--- src/i2c_slave_tx_pkg.sv ---
// Constants for the two-wire slave transmit sequencer.
// Assumes a single AHB-Lite slave port clocked by hclk.
package i2c_slave_tx_pkg;
  // ----------------------------------------------------------------------
  // Register byte addresses
  // ----------------------------------------------------------------------
  localparam logic [7:0] ADDR_CTRL   = 8'h00;
  localparam logic [7:0] ADDR_STATUS = 8'h04;
  localparam logic [7:0] ADDR_MASK   = 8'h08;
  localparam logic [7:0] ADDR_TXDATA = 8'h0c;
  localparam logic [7:0] ADDR_RXDATA = 8'h10;
  localparam logic [7:0] ADDR_OWN    = 8'h14;
  // ----------------------------------------------------------------------
  // Control fields
  // ----------------------------------------------------------------------
  localparam int CTRL_ENABLE = 0;
  localparam int CTRL_TRS    = 1;
  localparam int CTRL_MST    = 2;
  localparam int CTRL_ACKLVL = 3;
  localparam int CTRL_MLS    = 4;
  localparam int CTRL_WAIT   = 5;
  localparam int CTRL_CKS_LO = 8;
  localparam int CTRL_W      = 12;
  // ----------------------------------------------------------------------
  // Status fields
  // ----------------------------------------------------------------------
  localparam int ST_TRANSMIT_EMPTY_FLAG = 0;
  localparam int ST_TRANSMIT_END_FLAG = 1;
  localparam int ST_AAS  = 2;
  localparam int ST_STOP = 3;
  localparam int ST_W    = 4;
  localparam logic [ST_W-1:0] ST_RESET = 4'h1;
  localparam logic [6:0] OWN_ADDR_RESET = 7'h2a;
  localparam logic [3:0] BITS_PER_BYTE  = 4'h8;
  localparam logic [3:0] ACK_SLOT       = 4'h9;
  typedef enum logic [2:0] {
    LK_IDLE, LK_ADDR, LK_AACK, LK_TX, LK_MACK, LK_RX, LK_RACK
  } link_state_e;
endpackage

--- src/i2c_slave_tx.sv ---
// Two-wire slave with automatic switch to transmit on a read address.
// Assumes an external master clocks SCL; registers over AHB-Lite.
// Operation
// - Matched address acked with configured level
// - Read bit sets transmit select automatically
// - Shift transmit data; master clocks, acknowledges
// - Clear select, dummy read releases SCL
//
// The implementer's own choices: the AHB-Lite slave port and the register offsets.
module i2c_slave_tx
  import i2c_slave_tx_pkg::*;
(
  input  wire logic        hclk,
  input  wire logic        hresetn,
  input  wire logic        hsel,
  input  wire logic [31:0] haddr,
  input  wire logic [1:0]  htrans,
  input  wire logic        hwrite,
  input  wire logic [2:0]  hsize,
  input  wire logic [31:0] hwdata,
  input  wire logic        hready,
  output logic      [31:0] hrdata,
  output logic             hreadyout,
  output logic             hresp,
  input  wire logic        scl_in,
  output logic             scl_oe,
  input  wire logic        sda_in,
  output logic             sda_oe,
  output logic             irq
);
  import i2c_slave_tx_pkg::*;

  // ----------------------------------------------------------------------
  // Pin synchronisers
  // ----------------------------------------------------------------------
  logic [1:0] pins_s;
  sync2 #(.W(2)) u_sync (
    .clk   (hclk),
    .rst_n (hresetn),
    .d     ({scl_in, sda_in}),
    .q     (pins_s)
  );
  logic scl_s;
  logic sda_s;
  assign scl_s = pins_s[1];
  assign sda_s = pins_s[0];

  // ----------------------------------------------------------------------
  // State
  // ----------------------------------------------------------------------
  logic              scl_d, sda_d;
  logic [CTRL_W-1:0] ctrl, next_ctrl;
  logic [ST_W-1:0]   status, next_status;
  logic [ST_W-1:0]   mask, next_mask;
  logic [7:0]        txdata, next_txdata;
  logic [7:0]        rxdata, next_rxdata;
  logic [6:0]        own, next_own;
  logic [7:0]        shreg, next_shreg;
  logic [3:0]        bitcnt, next_bitcnt;
  link_state_e       lstate, next_lstate;
  logic              hold_scl, next_hold_scl;
  logic              next_scl_oe, next_sda_oe, next_irq;
  logic              ph_valid, next_ph_valid;
  logic              ph_write, next_ph_write;
  logic [7:0]        ph_addr, next_ph_addr;
  logic [31:0]       next_hrdata;

  // ----------------------------------------------------------------------
  // Pin edges
  // ----------------------------------------------------------------------
  logic scl_rise, scl_fall, start_c, stop_c;
  assign scl_rise = scl_s & ~scl_d;
  assign scl_fall = ~scl_s & scl_d;
  // Only start and stop may move SDA while SCL is high
  assign start_c  = scl_s & scl_d & sda_d & ~sda_s;
  assign stop_c   = scl_s & scl_d & ~sda_d & sda_s;

  // ----------------------------------------------------------------------
  // Bus address phase
  // ----------------------------------------------------------------------
  logic ahb_go;
  assign ahb_go = hsel & htrans[1] & hready;

  // ----------------------------------------------------------------------
  // Next-state logic
  // ----------------------------------------------------------------------
  always_comb begin
    logic wr, rd, en, ld_tx;
    logic [ST_W-1:0] set_ev, clr_w;
    wr = ph_valid & ph_write;
    rd = ph_valid & ~ph_write;
    en = ctrl[CTRL_ENABLE];
    ld_tx = 1'b0;
    set_ev = '0;
    clr_w = '0;
    next_ctrl     = ctrl;
    next_mask     = mask;
    next_txdata   = txdata;
    next_rxdata   = rxdata;
    next_own      = own;
    next_shreg    = shreg;
    next_bitcnt   = bitcnt;
    next_lstate   = lstate;
    next_hold_scl = hold_scl;
    next_sda_oe   = sda_oe;
    // Capture the address phase for the data-phase write
    next_ph_valid = ahb_go;
    next_ph_write = hwrite;
    next_ph_addr  = haddr[7:0];
    next_hrdata   = hrdata;

    // Register writes (data phase)
    if (wr) begin
      case (ph_addr)
        ADDR_CTRL:   next_ctrl = hwdata[CTRL_W-1:0];
        ADDR_MASK:   next_mask = hwdata[ST_W-1:0];
        ADDR_OWN:    next_own  = hwdata[6:0];
        ADDR_STATUS: clr_w     = hwdata[ST_W-1:0];
        ADDR_TXDATA: begin
          next_txdata = hwdata[7:0];
          ld_tx = 1'b1;
        end
        default: ;
      endcase
    end
    if (rd && ph_addr == ADDR_RXDATA && !ctrl[CTRL_TRS]) begin
      next_hold_scl = 1'b0;
    end

    // Link sequencer, advancing on synchronised SCL edges
    if (!en) begin
      next_lstate   = LK_IDLE;
      next_sda_oe   = 1'b0;
      next_hold_scl = 1'b0;
    end else if (stop_c) begin
      next_lstate = LK_IDLE;
      next_sda_oe = 1'b0;
      set_ev[ST_STOP] = 1'b1;
    end else if (start_c) begin
      next_lstate = LK_ADDR;
      next_bitcnt = '0;
      next_sda_oe = 1'b0;
    end else begin
      case (lstate)
        LK_ADDR: begin
          if (scl_rise) begin
            next_shreg  = {shreg[6:0], sda_s};
            next_bitcnt = bitcnt + 4'h1;
          end
          if (scl_fall && bitcnt == BITS_PER_BYTE) begin
            if (shreg[7:1] == own && !ctrl[CTRL_MST]) begin
              next_sda_oe = ~ctrl[CTRL_ACKLVL];
              next_lstate = LK_AACK;
              set_ev[ST_AAS] = 1'b1;
              if (shreg[0]) begin
                next_ctrl[CTRL_TRS] = 1'b1;
              end
            end else begin
              next_lstate = LK_IDLE;
            end
          end
        end
        LK_AACK, LK_MACK, LK_RACK: begin
          if (scl_fall) begin
            next_bitcnt = '0;
            next_sda_oe = 1'b0;
            // Delayed SDA avoids racing the master's next bit
            if (lstate == LK_MACK && sda_d) begin
              next_lstate = LK_IDLE;
            end else if (ctrl[CTRL_TRS]) begin
              next_lstate = LK_TX;
              next_shreg  = next_txdata;
              next_sda_oe = ~next_txdata[7];
              if (status[ST_TRANSMIT_EMPTY_FLAG] && !ld_tx && lstate != LK_AACK) begin
                next_hold_scl = 1'b1;
                set_ev[ST_TRANSMIT_END_FLAG] = 1'b1;
              end
              set_ev[ST_TRANSMIT_EMPTY_FLAG] = 1'b1;
            end else begin
              next_lstate = LK_RX;
            end
          end
        end
        LK_TX: begin
          // Data written during a stretch replaces the stale shifter
          if (ld_tx && hold_scl) begin
            next_shreg      = next_txdata;
            next_sda_oe     = ~next_txdata[7];
            set_ev[ST_TRANSMIT_EMPTY_FLAG] = 1'b1;
          end
          if (scl_rise) begin
            next_bitcnt = bitcnt + 4'h1;
          end
          if (scl_fall) begin
            if (bitcnt == BITS_PER_BYTE) begin
              next_sda_oe = 1'b0;
              next_lstate = LK_MACK;
            end else begin
              next_shreg  = {shreg[6:0], 1'b0};
              next_sda_oe = ~shreg[6];
            end
          end
        end
        LK_RX: begin
          if (scl_rise) begin
            next_shreg  = {shreg[6:0], sda_s};
            next_bitcnt = bitcnt + 4'h1;
          end
          if (scl_fall && bitcnt == BITS_PER_BYTE) begin
            next_rxdata = shreg;
            next_sda_oe = ~ctrl[CTRL_ACKLVL];
            next_lstate = LK_RACK;
          end
        end
        default: next_lstate = LK_IDLE;
      endcase
    end

    // Sticky flags: hardware set wins over write-one clear
    next_status = (status & ~clr_w) | set_ev;
    if (ld_tx && !set_ev[ST_TRANSMIT_EMPTY_FLAG]) begin
      next_status[ST_TRANSMIT_EMPTY_FLAG] = 1'b0;
    end

    // Stretch on underrun at a data byte's acknowledge; loading data also resumes
    if (ld_tx) begin
      next_hold_scl = 1'b0;
    end
    next_scl_oe = next_hold_scl & ~scl_s;
    next_irq    = |(next_status & mask);

    // Read data is registered here so it stands in the data phase
    if (ahb_go && !hwrite) begin
      case (haddr[7:0])
        ADDR_CTRL:   next_hrdata = {{(32-CTRL_W){1'b0}}, next_ctrl};
        ADDR_STATUS: next_hrdata = {{(32-ST_W){1'b0}}, next_status};
        ADDR_MASK:   next_hrdata = {{(32-ST_W){1'b0}}, next_mask};
        ADDR_TXDATA: next_hrdata = {24'h0, next_txdata};
        ADDR_RXDATA: next_hrdata = {24'h0, next_rxdata};
        ADDR_OWN:    next_hrdata = {25'h0, next_own};
        default:     next_hrdata = 32'h0;
      endcase
    end
  end

  // ----------------------------------------------------------------------
  // Registers
  // ----------------------------------------------------------------------
  always_ff @(posedge hclk or negedge hresetn) begin
    if (!hresetn) begin
      scl_d     <= 1'b1;
      sda_d     <= 1'b1;
      ctrl      <= '0;
      status    <= ST_RESET;
      mask      <= '0;
      txdata    <= 8'h0;
      rxdata    <= 8'h0;
      own       <= OWN_ADDR_RESET;
      shreg     <= 8'h0;
      bitcnt    <= 4'h0;
      lstate    <= LK_IDLE;
      hold_scl  <= 1'b0;
      scl_oe    <= 1'b0;
      sda_oe    <= 1'b0;
      irq       <= 1'b0;
      ph_valid  <= 1'b0;
      ph_write  <= 1'b0;
      ph_addr   <= 8'h0;
      hrdata    <= 32'h0;
      hreadyout <= 1'b1;
      hresp     <= 1'b0;
    end else begin
      scl_d     <= scl_s;
      sda_d     <= sda_s;
      ctrl      <= next_ctrl;
      status    <= next_status;
      mask      <= next_mask;
      txdata    <= next_txdata;
      rxdata    <= next_rxdata;
      own       <= next_own;
      shreg     <= next_shreg;
      bitcnt    <= next_bitcnt;
      lstate    <= next_lstate;
      hold_scl  <= next_hold_scl;
      scl_oe    <= next_scl_oe;
      sda_oe    <= next_sda_oe;
      irq       <= next_irq;
      ph_valid  <= next_ph_valid;
      ph_write  <= next_ph_write;
      ph_addr   <= next_ph_addr;
      hrdata    <= next_hrdata;
      hreadyout <= 1'b1;
      hresp     <= 1'b0;
    end
  end
endmodule

--- src/sync2.sv ---
// Two flip-flop synchroniser for a vector of pin levels.
// Assumes inputs are asynchronous to clk.
module sync2 #(
  parameter int W = 2
) (
  input  wire logic         clk,
  input  wire logic         rst_n,
  input  wire logic [W-1:0] d,
  output logic      [W-1:0] q
);
  logic [W-1:0] meta;
  // Idle bus lines are high, so reset to one
  always_ff @(posedge clk or negedge rst_n) begin
    if (!rst_n) begin
      meta <= '1;
      q    <= '1;
    end else begin
      meta <= d;
      q    <= meta;
    end
  end
endmodule

--- config.mk ---
export PLATFORM = sky130hd
export DESIGN_NAME = i2c_slave_tx
export DESIGN_NICKNAME = d
export VERILOG_FILES = /design/src/i2c_slave_tx_pkg.sv /design/src/i2c_slave_tx.sv /design/src/sync2.sv
export SDC_FILE = /design/constraint.sdc
export NUM_CORES = 1
export LEC_CHECK = 0
export BUFFER_PORTS_ARGS = -buffer_cell sky130_fd_sc_hd__buf_2
export CAP_MARGIN = 20
export CELL_PAD_IN_SITES_DETAIL_PLACEMENT = 1
export CELL_PAD_IN_SITES_GLOBAL_PLACEMENT = 1
export CORE_ASPECT_RATIO = 1.2
export CORE_UTILIZATION = 37
export CTS_CLUSTER_DIAMETER = 30
export DETAILED_ROUTE_END_ITERATION = 8
export PLACE_DENSITY = 0.75
export RECOVER_POWER = 25
export SLEW_MARGIN = 40
export SYNTH_ARGS = -nofsm -noshare
export SYNTH_HDL_FRONTEND = slang
export SYNTH_SLANG_ARGS = --single-unit
--- constraint.sdc ---
create_clock -name hclk -period 2.25 [get_ports hclk]
set_input_delay 0.45 -clock hclk [delete_from_list [all_inputs] [get_ports hclk]]
set_output_delay 0.45 -clock hclk [all_outputs]
set_load 0.01 [all_outputs]
# Word level (Yosys, flattened, before mapping)
# Index checks and enable logic that the tools add are counted.
op_classes:
  n_eq_ne: 33
  n_reduce_logical: 27
  mux: 87
  add_sub_neg: 1
  bitwise: 26
ops:
  columns: ["cell", "n"]
  rows:
  - ["8-bit two-way mux", 14]
  - ["12-bit one-hot mux with 6 select lines", 1]
  - ["1-bit two-way mux", 39]
  - ["3-bit two-way mux", 12]
  - ["8-bit by 4-bit equality test with 1-bit output (second input constant)", 4]
  - ["8-bit by 5-bit equality test with 1-bit output (second input constant)", 4]
  - ["4-bit two-way mux", 8]
  - ["5-bit inequality test (second input constant)", 6]
  - ["12-bit two-way mux", 2]
  - ["8-bit one-hot mux with 3 select lines", 1]
  - ["8-bit by 3-bit equality test with 1-bit output (second input constant)", 2]
  - ["8-bit logical NOT", 2]
  - ["7-bit two-way mux", 2]
  - ["1-bit AND", 12]
  - ["3-bit one-hot mux with 4 select lines", 1]
  - ["1-bit logical AND", 10]
  - ["1-bit NOT", 10]
  - ["5-bit AND reduction", 2]
  - ["3-bit equality test (second input constant)", 3]
  - ["4-bit AND", 2]
  - ["2-bit two-way mux", 4]
  - ["4-bit one-hot mux with 2 select lines", 1]
  - ["8-bit AND reduction", 1]
  - ["7-bit equality test", 1]
  - ["other kinds (21)", 30]
word_totals:
  ff_bits: 110
  wordCells: 195
  output_inout_bits: 37

# Logic depth before layout (Yosys ltp)
# Gate-level depths: netlist (run 1).
logic_depth:
  ltp_word: 19
  mapped_depth: 9
  depth_no_buf: 8

# By module
# A second synthesis (run 1) with hierarchy kept.
unflattened:
  cells_unflattened: 412
  hier_area_um2: 4546.9
modules_own_cells:
  columns: ["module", "area_per_inst_um2", "seq_area_each_um2", "cells_per_inst", "n_inst"]
  rows:
  - ["i2c_slave_tx", 4441.8, 2159.6, 408, 1]
  - ["sync2", 105.1, 105.1, 4, 1]

# Least setup slack after synthesis (run 1)
# No wires, ideal clock.
synth_path:
  path_kind: "reg-to-reg"
  startpoint: "register ph_addr[5]"
  endpoint: "register hrdata[1]"
  synth_period_minus_slack_ps: 2490
  t_arrival_ps: 2364
  path_buffers: 0
  setup_ps: 126
  stages_incl_launch_ff: 7
  slack_ps: -240
  cell_sequence: "dfrtp_1 or4b_2 nor4_4 mux2i_1 o22ai_1 a211o_1 a221o_1"
synth_between:
  elab_chain_len: 16
  elab_cells_between_ends: 39
  cone_classes: "eq/ne (4); mux (28); bitwise (3); reduce/logical (4)"
synth_lines:
  columns: ["element", "line_no", "text"]
  rows:
  - ["start: declaration", "i2c_slave_tx.sv:65", "logic [7:0] ph_addr, next_ph_addr;"]
  - ["start signal: assignment", "i2c_slave_tx.sv:290", "ph_addr <= next_ph_addr;"]
  - ["8-bit by 4-bit equality test with 1-bit output", "i2c_slave_tx.sv:114", "case (ph_addr)"]
  - ["1-bit two-way mux", "i2c_slave_tx.sv:114", null]
  - ["1-bit two-way mux", "i2c_slave_tx.sv:113", "if (wr) begin"]
  - ["1-bit logical NOT", "i2c_slave_tx.sv:174", "if (status[ST_TRANSMIT_EMPTY_FLAG] && !ld_tx && lstate != LK_AACK) begin"]
  - ["1-bit logical AND (2 in series)", "i2c_slave_tx.sv:174", null]
  - ["1-bit two-way mux", "i2c_slave_tx.sv:174", null]
  - ["2-bit two-way mux", "i2c_slave_tx.sv:170", "end else if (ctrl[CTRL_TRS]) begin"]
  - ["2-bit two-way mux", "i2c_slave_tx.sv:168", "if (lstate == LK_MACK && sda_d) begin"]
  - ["2-bit two-way mux", "i2c_slave_tx.sv:164", "if (scl_fall) begin"]
  - ["1-bit two-way mux", "i2c_slave_tx.sv:144", "case (lstate)"]
  - ["3-bit two-way mux", "i2c_slave_tx.sv:139", "end else if (start_c) begin"]
  - ["3-bit two-way mux", "i2c_slave_tx.sv:135", "end else if (stop_c) begin"]
  - ["4-bit two-way mux", "i2c_slave_tx.sv:131", "if (!en) begin"]
  - ["4-bit OR", "i2c_slave_tx.sv:220", "next_status = (status & ~clr_w) | set_ev;"]
  - ["12-bit one-hot mux with 6 select lines (*)", "i2c_slave_tx.sv:234", "case (haddr[7:0])"]
  - ["end signal: assignment", "i2c_slave_tx.sv:291", "hrdata <= next_hrdata;"]
  - ["end: declaration", "i2c_slave_tx.sv:22", "output logic [31:0] hrdata,"]
# Mark *: on every way between the ends. The rest lies on a longest branch, timed or not.
# A chain may end at the register's enable or synchronous reset.

# Worst setup path after layout (run 1)
layout_path:
  startpoint: "register ph_addr[6]"
  endpoint: "register hrdata[7]"
layout_between:
  elab_chain_len: 4
  elab_cells_between_ends: 7
  cone_classes: "eq/ne (1); mux (5); reduce/logical (1)"
layout_lines:
  columns: ["element", "line_no", "text"]
  rows:
  - ["8-bit logical NOT", "i2c_slave_tx.sv:114", null]
  - ["12-bit two-way mux", "i2c_slave_tx.sv:114", null]
  - ["12-bit two-way mux", "i2c_slave_tx.sv:113", null]
  - ["via next_ctrl[7]", "i2c_slave_tx.sv:52", "logic [CTRL_W-1:0] ctrl, next_ctrl;"]
  - ["12-bit one-hot mux with 6 select lines", "i2c_slave_tx.sv:234", null]
# The timed path passes the listed nets, and every way through them passes these cells.

==> insert_results.sql, run 1 <==
INSERT INTO impl_metrics (metric_group, metric, value, unit) VALUES
('synthesis', 'synth_ff_type', 'sky130_fd_sc_hd__dfrtp_1', ''),
('final_layout', 'sequential_cell_area', '2265', 'um2'),
('setup_path', 'r2r-start', 'ph_addr[6]$_DFF_PN0_', ''),
('setup_path', 'timing.critical_path.fanout_max', '5', ''),
('status', 'violations_in_the_final_reports', 'max-capacitance violations, max-slew violations, negative setup slack', ''),
('sta', 'measured_slew_at_the_worst_slew_check_pin', '1.996', 'ns'),
('synthesis', 'synthMostInstantiatedCell', 'sky130_fd_sc_hd__dfrtp_1', ''),
('final_layout', 'final_nets', '580', ''),
('power', 'pwr_density_cell', '616.0', 'nW/um2'),
('route', 'first_iter_violations', '259', ''),
('global_route', 'grt_pass1_vias', '4017', ''),
('global_route', 'global_route.usage.total', '0.2379', ''),
('setup_path', 'cp.arrival', '2.73', 'ns'),
('sta', 'final.hold.worst_slack', '0.1950', 'ns'),
('die', 'die_width', '101.9', 'um'),
('power', 'highest_ir_drop_seen_on_vdd', '0.0004409', 'V'),
('synthesis', 'count_of_flip_flops_with_a_built_in_enable_after_synthesis', '0', ''),
('final_layout', 'diodes', '0', ''),
('place', 'place_congestion', '0.8264', ''),
('synthesis', 'library_cell_occupying_the_most_area_in_the_post_synthesis_netlist', 'sky130_fd_sc_hd__dfrtp_1', ''),
('final_layout', 'instances_no_fill', '664', ''),
('setup_path', 'cp-start-kind', 'register', ''),
('global_route', 'globalRouteOverflowTotal', '0', ''),
('setup_path', 'worst_ep_required_time', '2.49', 'ns'),
('worst_hold_path', 'worst_hold_path_type', 'in -> reg', ''),
('sta', 'fin_setup_tns', '-3.796', 'ns'),
('synthesis', 'syn_area', '4428', 'um2'),
('cts', 'cts_tree', 'built', ''),
('cts', 'h-tree-depth', '3', ''),
('sta', 'slew_viol_final', '35', ''),
('setup_path', 'slack_of_the_worst_reg_to_reg_path', '-0.24', 'ns'),
('die', 'die_h', '121.8', 'um'),
('route', 'vias_per_cell', '5.566', ''),
('place', 'place.detailed.hpwl', '9190', 'um'),
('sta', 'final.period_utilization', '1.108', ''),
('place', 'dp_cells', '628', ''),
('place', 'area_after_detailed_placement', '5009', 'um2'),
('flow_run', 'maxCapViolations', '1', ''),
('power', 'power.total', '3.605', 'mW'),
('final_layout', 'area_used_by_multi_input_combinational_logic', '2193', 'um2'),
('synthesis', 'synth_commonest_cells', '80 x sky130_fd_sc_hd__dfrtp_1, 30 x sky130_fd_sc_hd__inv_1, 25 x sky130_fd_sc_hd__nand2_1', ''),
('final_layout', 'growth_of_design_area_from_synthesis_to_finish', '32.16', '%'),
('synthesis', 'yosys_warnings', '0', ''),
('sta', 'max_freq', '401.1', 'MHz'),
('worst_hold_path', 'hp-start', 'sda_in', ''),
('route', 'route.detailed.drc', '0', ''),
('sta', 'maxSlewHeadroom', '-0.3307', ''),
('synthesis', 'register_area_share_after_synthesis', '0.5114', ''),
('synthesis', 'synth.lib_cells_used.distinct', '59', ''),
('cts', 'clock-sinks', '90', ''),
('cts', 'cts_inserted_buffers', '9', ''),
('global_route', 'antenna_violations_before_repair', '0', ''),
('die', 'floorplan.initialDensity', '0.3810', ''),
('final_layout', 'final_cell_area', '5852', 'um2'),
('setup_path', 'critical_path_class', 'reg -> reg', ''),
('worst_hold_path', 'whs_path_depth', '1', ''),
('sta', 'report.final.setup_viol', '25', ''),
('power', 'power_leakage', '2.703', 'nW'),
('route', 'finalWirelength', '14110', 'um'),
('status', 'outcome', 'finished, violations left', ''),
('route', 'drt_first_pass_iters', '5', ''),
('die', 'fp-row-count', '43', ''),
('cts', 'clkSlewWorstSetupHoldPaths', '0.07', 'ns'),
('cts', 'root_buffer_selected_by_cts', 'sky130_fd_sc_hd__clkbuf_16', ''),
('synthesis', 'synth_top_area_share', '0.4521', ''),
('setup_path', 'crit_start', 'ph_addr[6]$_DFF_PN0_', ''),
('cts', 'cts_buffer_depth', '2', ''),
('synthesis', 'synthesized_netlist_cell_count', '405', ''),
('sta', 'finalWorstSetupSlack', '-0.2434', 'ns'),
('sta', 'final.min_clock_period', '2.493', 'ns'),
('sta', 'fin_skew', '0.007907', 'ns');
[final cells by class]
class | count | area share
clock inverters | 7 | 0.02117
flip-flops and latches | 90 | 0.3870
repair buffers | 99 | 0.1257
well taps | 157 | 0.03357
clock buffers | 9 | 0.03849
inverters | 30 | 0.01924
multi-input cells | 272 | 0.3748
[state kept, by name, indices dropped and copies added (netlist names)]
name / flops
ph_addr: 8
u_sync.q: 2
hrdata: 12
status: 4
ctrl: 12
txdata: 8
lstate: 3
ph_valid: 1
shreg: 8
bitcnt: 4
own: 7
sda_d: 1
mask: 4
irq: 1
u_sync.meta: 2
scl_d: 1
ph_write: 1
sda_oe: 1
rxdata: 8
scl_oe: 1
hold_scl: 1
[worst max-delay path by stage]
stage | slack [ns] | to
final | -0.24 | hrdata[7]$_DFFE_PN0P_
after global routing | -0.32 | hrdata[1]$_DFFE_PN0P_
after detailed placement | -0.30 | hrdata[7]$_DFFE_PN0P_
after floorplan | -0.19 | hrdata[1]$_DFFE_PN0P_
after CTS | -0.20 | hrdata[1]$_DFFE_PN0P_
after global placement | -0.23 | irq$_DFF_PN0_
[cell usage in the layout (no fill, tap or decap), types with 5 or more instances in the layout]
cell / n
sky130_fd_sc_hd__a22o_1: 5
sky130_fd_sc_hd__mux2i_4: 5
sky130_fd_sc_hd__dfstp_2: 10
sky130_fd_sc_hd__buf_4: 39
sky130_fd_sc_hd__conb_1: 22
sky130_fd_sc_hd__nand2b_1: 8
sky130_fd_sc_hd__nand4_1: 5
sky130_fd_sc_hd__buf_2: 32
sky130_fd_sc_hd__nor2b_1: 8
sky130_fd_sc_hd__nor2_1: 13
sky130_fd_sc_hd__xnor2_1: 8
sky130_fd_sc_hd__dfrtp_1: 80
sky130_fd_sc_hd__a222oi_1: 9
sky130_fd_sc_hd__mux2_4: 12
sky130_fd_sc_hd__a21oi_1: 7
sky130_fd_sc_hd__buf_6: 12
sky130_fd_sc_hd__o22ai_1: 8
sky130_fd_sc_hd__nand3_1: 5
sky130_fd_sc_hd__nand2_1: 22
sky130_fd_sc_hd__clkbuf_1: 10
sky130_fd_sc_hd__inv_1: 26
sky130_fd_sc_hd__o21ai_0: 11
sky130_fd_sc_hd__mux2i_1: 16
sky130_fd_sc_hd__clkbuf_16: 9
sky130_fd_sc_hd__o2bb2ai_1: 6
[layer usage]
| layer | GRT usage | part of all wire | wire (um) | vias to the layer above |
|---|---|---|---|---|
| met2 | 0.4193 | 0.53 | 7463 | 119 |
| met4 | 0.1152 | 0.028 | 394 | 0 |
| met3 | 0.04188 | 0.042 | 593 | 31 |
| met1 | 0.2769 | 0.40 | 5654 | 1918 |
| li1 | - | - | - | 1628 |
| met5 | 0 | 0 | 0 | - |
[logic make-up (layout without fill, tap and decap cells)]
logic type / count (synthesis) / in the layout / synth area share
and+or+nand+nor: 110 / 110 / 0.1433
AOI/OAI and AO/OA: 91 / 91 / 0.1534
DFF: 90 / 90 / 0.5114
buffers and inverters: 63 / 145 / 0.07516
muxes: 39 / 39 / 0.09353
xor gates and xnor gates: 8 / 8 / 0.01582
adders and majority gates: 2 / 2 / 0.005650
other: 2 / 22 / 0.001696
[power breakdown]
| part | leakage (nW) | internal, mW | switching [mW] |
|---|---|---|---|
| Combinational | 1.34 | 0.0507 | 0.114 |
| Sequential | 1.19 | 1.65 | 0.0208 |
| Clock | 0.172 | 1.10 | 0.677 |
[worst max-delay path, cell delays in order, from the launching register on]
cell and delay (ns):
sky130_fd_sc_hd__dfrtp_1 0.38, sky130_fd_sc_hd__or4_4 0.56, sky130_fd_sc_hd__buf_8 0.16, sky130_fd_sc_hd__nor3_4 0.21, sky130_fd_sc_hd__buf_6 0.15, sky130_fd_sc_hd__buf_8 0.12
sky130_fd_sc_hd__mux2_4 0.32, sky130_fd_sc_hd__nand2_2 0.07, sky130_fd_sc_hd__o211ai_1 0.17, sky130_fd_sc_hd__a22o_1 0.25
[timing repair]
item                                    in CTS  in global routing
gates resized for setup                     54                 28
pin swaps                                   27                 26
hold buffers                                 0                  0
endpoints found under the setup margin      22                 24
setup buffers                               11                 10
Power figures use the tool's default switching activity.
==> run 2, diff against run 1 <==
--- a/config.mk
+++ b/config.mk
@@ -10,10 +10,10 @@
 export CELL_PAD_IN_SITES_DETAIL_PLACEMENT = 1
 export CELL_PAD_IN_SITES_GLOBAL_PLACEMENT = 1
 export CORE_ASPECT_RATIO = 1.2
-export CORE_UTILIZATION = 37
+export CORE_UTILIZATION = 41
 export CTS_CLUSTER_DIAMETER = 30
 export DETAILED_ROUTE_END_ITERATION = 8
-export PLACE_DENSITY = 0.75
+export PLACE_DENSITY = 0.79
 export RECOVER_POWER = 25
 export SLEW_MARGIN = 40
 export SYNTH_ARGS = -nofsm -noshare
==> constraint.sdc (replaced) <==
create_clock -name hclk -period 2.8 [get_ports hclk]
set_input_delay 0.56 -clock hclk [delete_from_list [all_inputs] [get_ports hclk]]
set_output_delay 0.56 -clock hclk [all_outputs]
set_load 0.01 [all_outputs]
==> run 2 against run 1 <==
  * The run now ends clean
  * Cell area decreased by 14%
  * Global-route usage shrank 1.9 points
  * Maximum frequency decreased by 1.7%
  * Routed wire length is 18% lower
  * Final cell count fell by 11%
  * Core utilization decreased by 2.3 points
  * Via count fell by 10%
  * First-iteration DRC count decreased by 32%
  * Hold slack improved by 0.12 ns
  * Non-clock buffer count decreased by 47
  * Clock skew rose by 0.0021 ns
  * Die area decreased by 9.6%
  * Critical endpoint is now hrdata[1]$_DFFE_PN0P_
  * Largest power group is now sequential cells
==> insert_results.sql, run 2 (synthesized netlist as in run 1, its figures left out) <==
INSERT INTO impl_metrics (metric_group, metric, value, unit) VALUES
('sta', 'unrepaired_setup_endpoints_after_global_routing', 'false', ''),
('die', 'die_width', '96.87', 'um'),
('sta', 'fin_setup_tns', '0', 'ns'),
('setup_path', 'cp_slowest_stage_delay', '0.59', 'ns'),
('cts', 'cts_buffer_depth', '2', ''),
('final_layout', 'instances_no_fill', '589', ''),
('power', 'power.total', '2.703', 'mW'),
('final_layout', 'diodes', '0', ''),
('sta', 'final.period_utilization', '0.9059', ''),
('cts', 'clkLatencyLatePin', '0.34', 'ns'),
('worst_hold_path', 'worst_hold_path_type', 'in -> reg', ''),
('final_layout', 'sequential_cell_area', '2265', 'um2'),
('setup_path', 'timing.critical_path.fanout_max', '7', ''),
('sta', 'fin_skew', '0.009979', 'ns'),
('sta', 'report.final.setup_viol', '0', ''),
('die', 'fp-row-count', '41', ''),
('cts', 'root_buffer_selected_by_cts', 'sky130_fd_sc_hd__clkbuf_16', ''),
('final_layout', 'final_nets', '533', ''),
('final_layout', 'area_used_by_multi_input_combinational_logic', '1914', 'um2'),
('setup_path', 'worst_ep_required_time', '3.02', 'ns'),
('setup_path', 'worst-path-buf-inv', '0', ''),
('place', 'place.detailed.hpwl', '8611', 'um'),
('power', 'highest_ir_drop_seen_on_vdd', '0.0002865', 'V'),
('place', 'place_congestion', '0.8795', ''),
('route', 'vias', '3318', ''),
('sta', 'max_freq', '394.2', 'MHz'),
('die', 'die-area', '11220', 'um2'),
('setup_path', 'timing.critical_path.to_type', 'register', ''),
('power', 'pwr_density_cell', '534.9', 'nW/um2'),
('global_route', 'grt_pass1_vias', '3590', ''),
('place', 'area_after_detailed_placement', '4750', 'um2'),
('final_layout', 'layout.core_utilization', '0.4805', ''),
('sta', 'measured_slew_at_the_worst_slew_check_pin', '1.315', 'ns'),
('setup_path', 'cp_cell_sequence', 'or4_4 > or3b_4 > mux2_4 > o2bb2ai_1 > a211o_1 > a221o_1', ''),
('cts', 'h-tree-depth', '3', ''),
('global_route', 'global_route.usage.total', '0.2188', ''),
('flow_run', 'maxCapViolations', '0', ''),
('die', 'floorplan.core_area', '10520', 'um2'),
('die', 'floorplan.initialDensity', '0.4211', ''),
('status', 'outcome', 'completed', ''),
('route', 'route.detailed.drc', '0', ''),
('final_layout', 'growth_of_design_area_from_synthesis_to_finish', '14.13', '%'),
('cts', 'cts_tree', 'built', ''),
('final_layout', 'top_library_cells_by_usage_in_the_layout_fill_and_taps_aside', '80 x sky130_fd_sc_hd__dfrtp_1, 33 x sky130_fd_sc_hd__buf_2, 30 x sky130_fd_sc_hd__inv_1, 25 x sky130_fd_sc_hd__nand2_1, 23 x sky130_fd_sc_hd__mux2i_1', ''),
('route', 'finalWirelength', '11540', 'um'),
('sta', 'finalWorstSetupSlack', '0.2634', 'ns'),
('route', 'antenna_violating_nets_post_route', '0', ''),
('route', 'vias_per_cell', '5.633', ''),
('place', 'dp_cells', '573', ''),
('setup_path', 'cp-start-kind', 'register', ''),
('cts', 'cts_hold_buf', '0', ''),
('sta', 'final.min_clock_period', '2.537', 'ns'),
('cts', 'clock-sinks', '90', ''),
('final_layout', 'n_fill_cell', '1176', ''),
('power', 'power_leakage', '2.342', 'nW'),
('setup_path', 'r2r_cells', '6', ''),
('cts', 'clkSlewWorstSetupHoldPaths', '0.06', 'ns'),
('final_layout', 'layout-drive-gt1-share', '0.2130', ''),
('place', 'port_buffers', '42', ''),
('global_route', 'antenna_violations_before_repair', '0', ''),
('sta', 'slew_viol_final', '0', ''),
('place', 'placement.setup.worst_slack', '0.1684', 'ns'),
('final_layout', 'final_cell_area', '5054', 'um2'),
('worst_hold_path', 'whs_path_depth', '1', ''),
('sta', 'maxSlewHeadroom', '0.1230', ''),
('setup_path', 'critPathTopFamily', 'simple AND/OR/NAND/NOR gates', ''),
('global_route', 'grt_start_max_net_pins', '52', ''),
('route', 'drt_first_pass_iters', '5', ''),
('final_layout', 'reg_top3', 'ctrl: 12 flops, hrdata: 12 flops', ''),
('route', 'first_iter_violations', '177', ''),
('setup_path', 'cp.arrival', '2.76', 'ns'),
('die', 'die_h', '115.8', 'um'),
('route', 'post_drt_wl_per_cell', '19.60', 'um'),
('final_layout', 'most_common_library_cell_in_the_layout_ignoring_fill_and_taps', 'sky130_fd_sc_hd__dfrtp_1', ''),
('sta', 'timing.final.hold_violations', '0', ''),
('global_route', 'globalRouteOverflowTotal', '0', ''),
('die', 'io-pin-count', '113', ''),
('setup_path', 'critPathSlowestCell', 'sky130_fd_sc_hd__or4_4', ''),
('setup_path', 'critical_path_class', 'reg -> reg', ''),
('setup_path', 'timing.critical_path.depth', '6', ''),
('global_route', 'grt_pass1_wl', '19030', 'um'),
('cts', 'cts_inserted_buffers', '9', ''),
('sta', 'final.hold.worst_slack', '0.3190', 'ns');
[run 2: cell count changes in the layout (fill, tap and decap cells not counted), moves of 4 or more]
cell                        delta
sky130_fd_sc_hd__buf_4        -30
sky130_fd_sc_hd__mux2_2       +11
sky130_fd_sc_hd__o2bb2ai_1     +4
sky130_fd_sc_hd__inv_1         +4
sky130_fd_sc_hd__mux2_4       -11
sky130_fd_sc_hd__mux2i_4       -5
sky130_fd_sc_hd__buf_6        -12
sky130_fd_sc_hd__mux2i_1       +7
sky130_fd_sc_hd__o2bb2ai_2     -4
sky130_fd_sc_hd__inv_2         -4
[run 2: timing repair]
| action | CTS | global route |
|---|---|---|
| endpoints found under the setup margin | 0 | 2 |
| hold endpoints to repair | 0 | 0 |
| buffers inserted | 0 | 0 |
| gates resized for setup | 0 | 1 |
[run 2: path summary, 6_finish.rpt]
kind	from	endpoint	slack, ns
worst max-delay path	ph_addr[4]$_DFF_PN0_	hrdata[1]$_DFFE_PN0P_	0.26
worst min-delay path	scl_in	u_sync.meta[1]$_DFF_PN1_	0.32
worst max register to register	ph_addr[4]$_DFF_PN0_	hrdata[1]$_DFFE_PN0P_	0.26
worst min register to register	u_sync.meta[0]$_DFF_PN1_	u_sync.q[0]$_DFF_PN1_	0.36
max in group asynchronous	hresetn	own[1]$_DFF_PN1_	1.38
min in group asynchronous	hresetn	ph_addr[4]$_DFF_PN0_	0.51
[run 2: layout make-up]
class,count,share of cell area
multi-input combinational,272,0.3788
tap,129,0.03194
clock inverter,5,0.01188
inverter,30,0.02228
timing repair buffer,52,0.05694
sequential,90,0.4481
clock buffer,11,0.05001
[run 2: power breakdown]
group          internal [mW]  switching (mW)  total, mW
clock                  0.745           0.511       1.26
sequential              1.32          0.0148       1.34
combinational         0.0315          0.0791      0.111
[run 2: layer usage]
metal / vias to the layer above / routed length [um] / global-route usage
met3: 23 / 390 / 0.03860
met2: 60 / 6075 / 0.3939
li1: 1533 / - / -
met1: 1702 / 4849 / 0.2636
met4: 0 / 227 / 0.08159
met5: - / 0 / 0
[run 2: worst register-to-register path, stage by stage (launching register included)]
cell                        delay (ns)
sky130_fd_sc_hd__dfrtp_1          0.37
sky130_fd_sc_hd__or4_4            0.59
sky130_fd_sc_hd__or3b_4           0.46
sky130_fd_sc_hd__mux2_4           0.32
sky130_fd_sc_hd__o2bb2ai_1        0.12
sky130_fd_sc_hd__a211o_1          0.25
sky130_fd_sc_hd__a221o_1          0.31
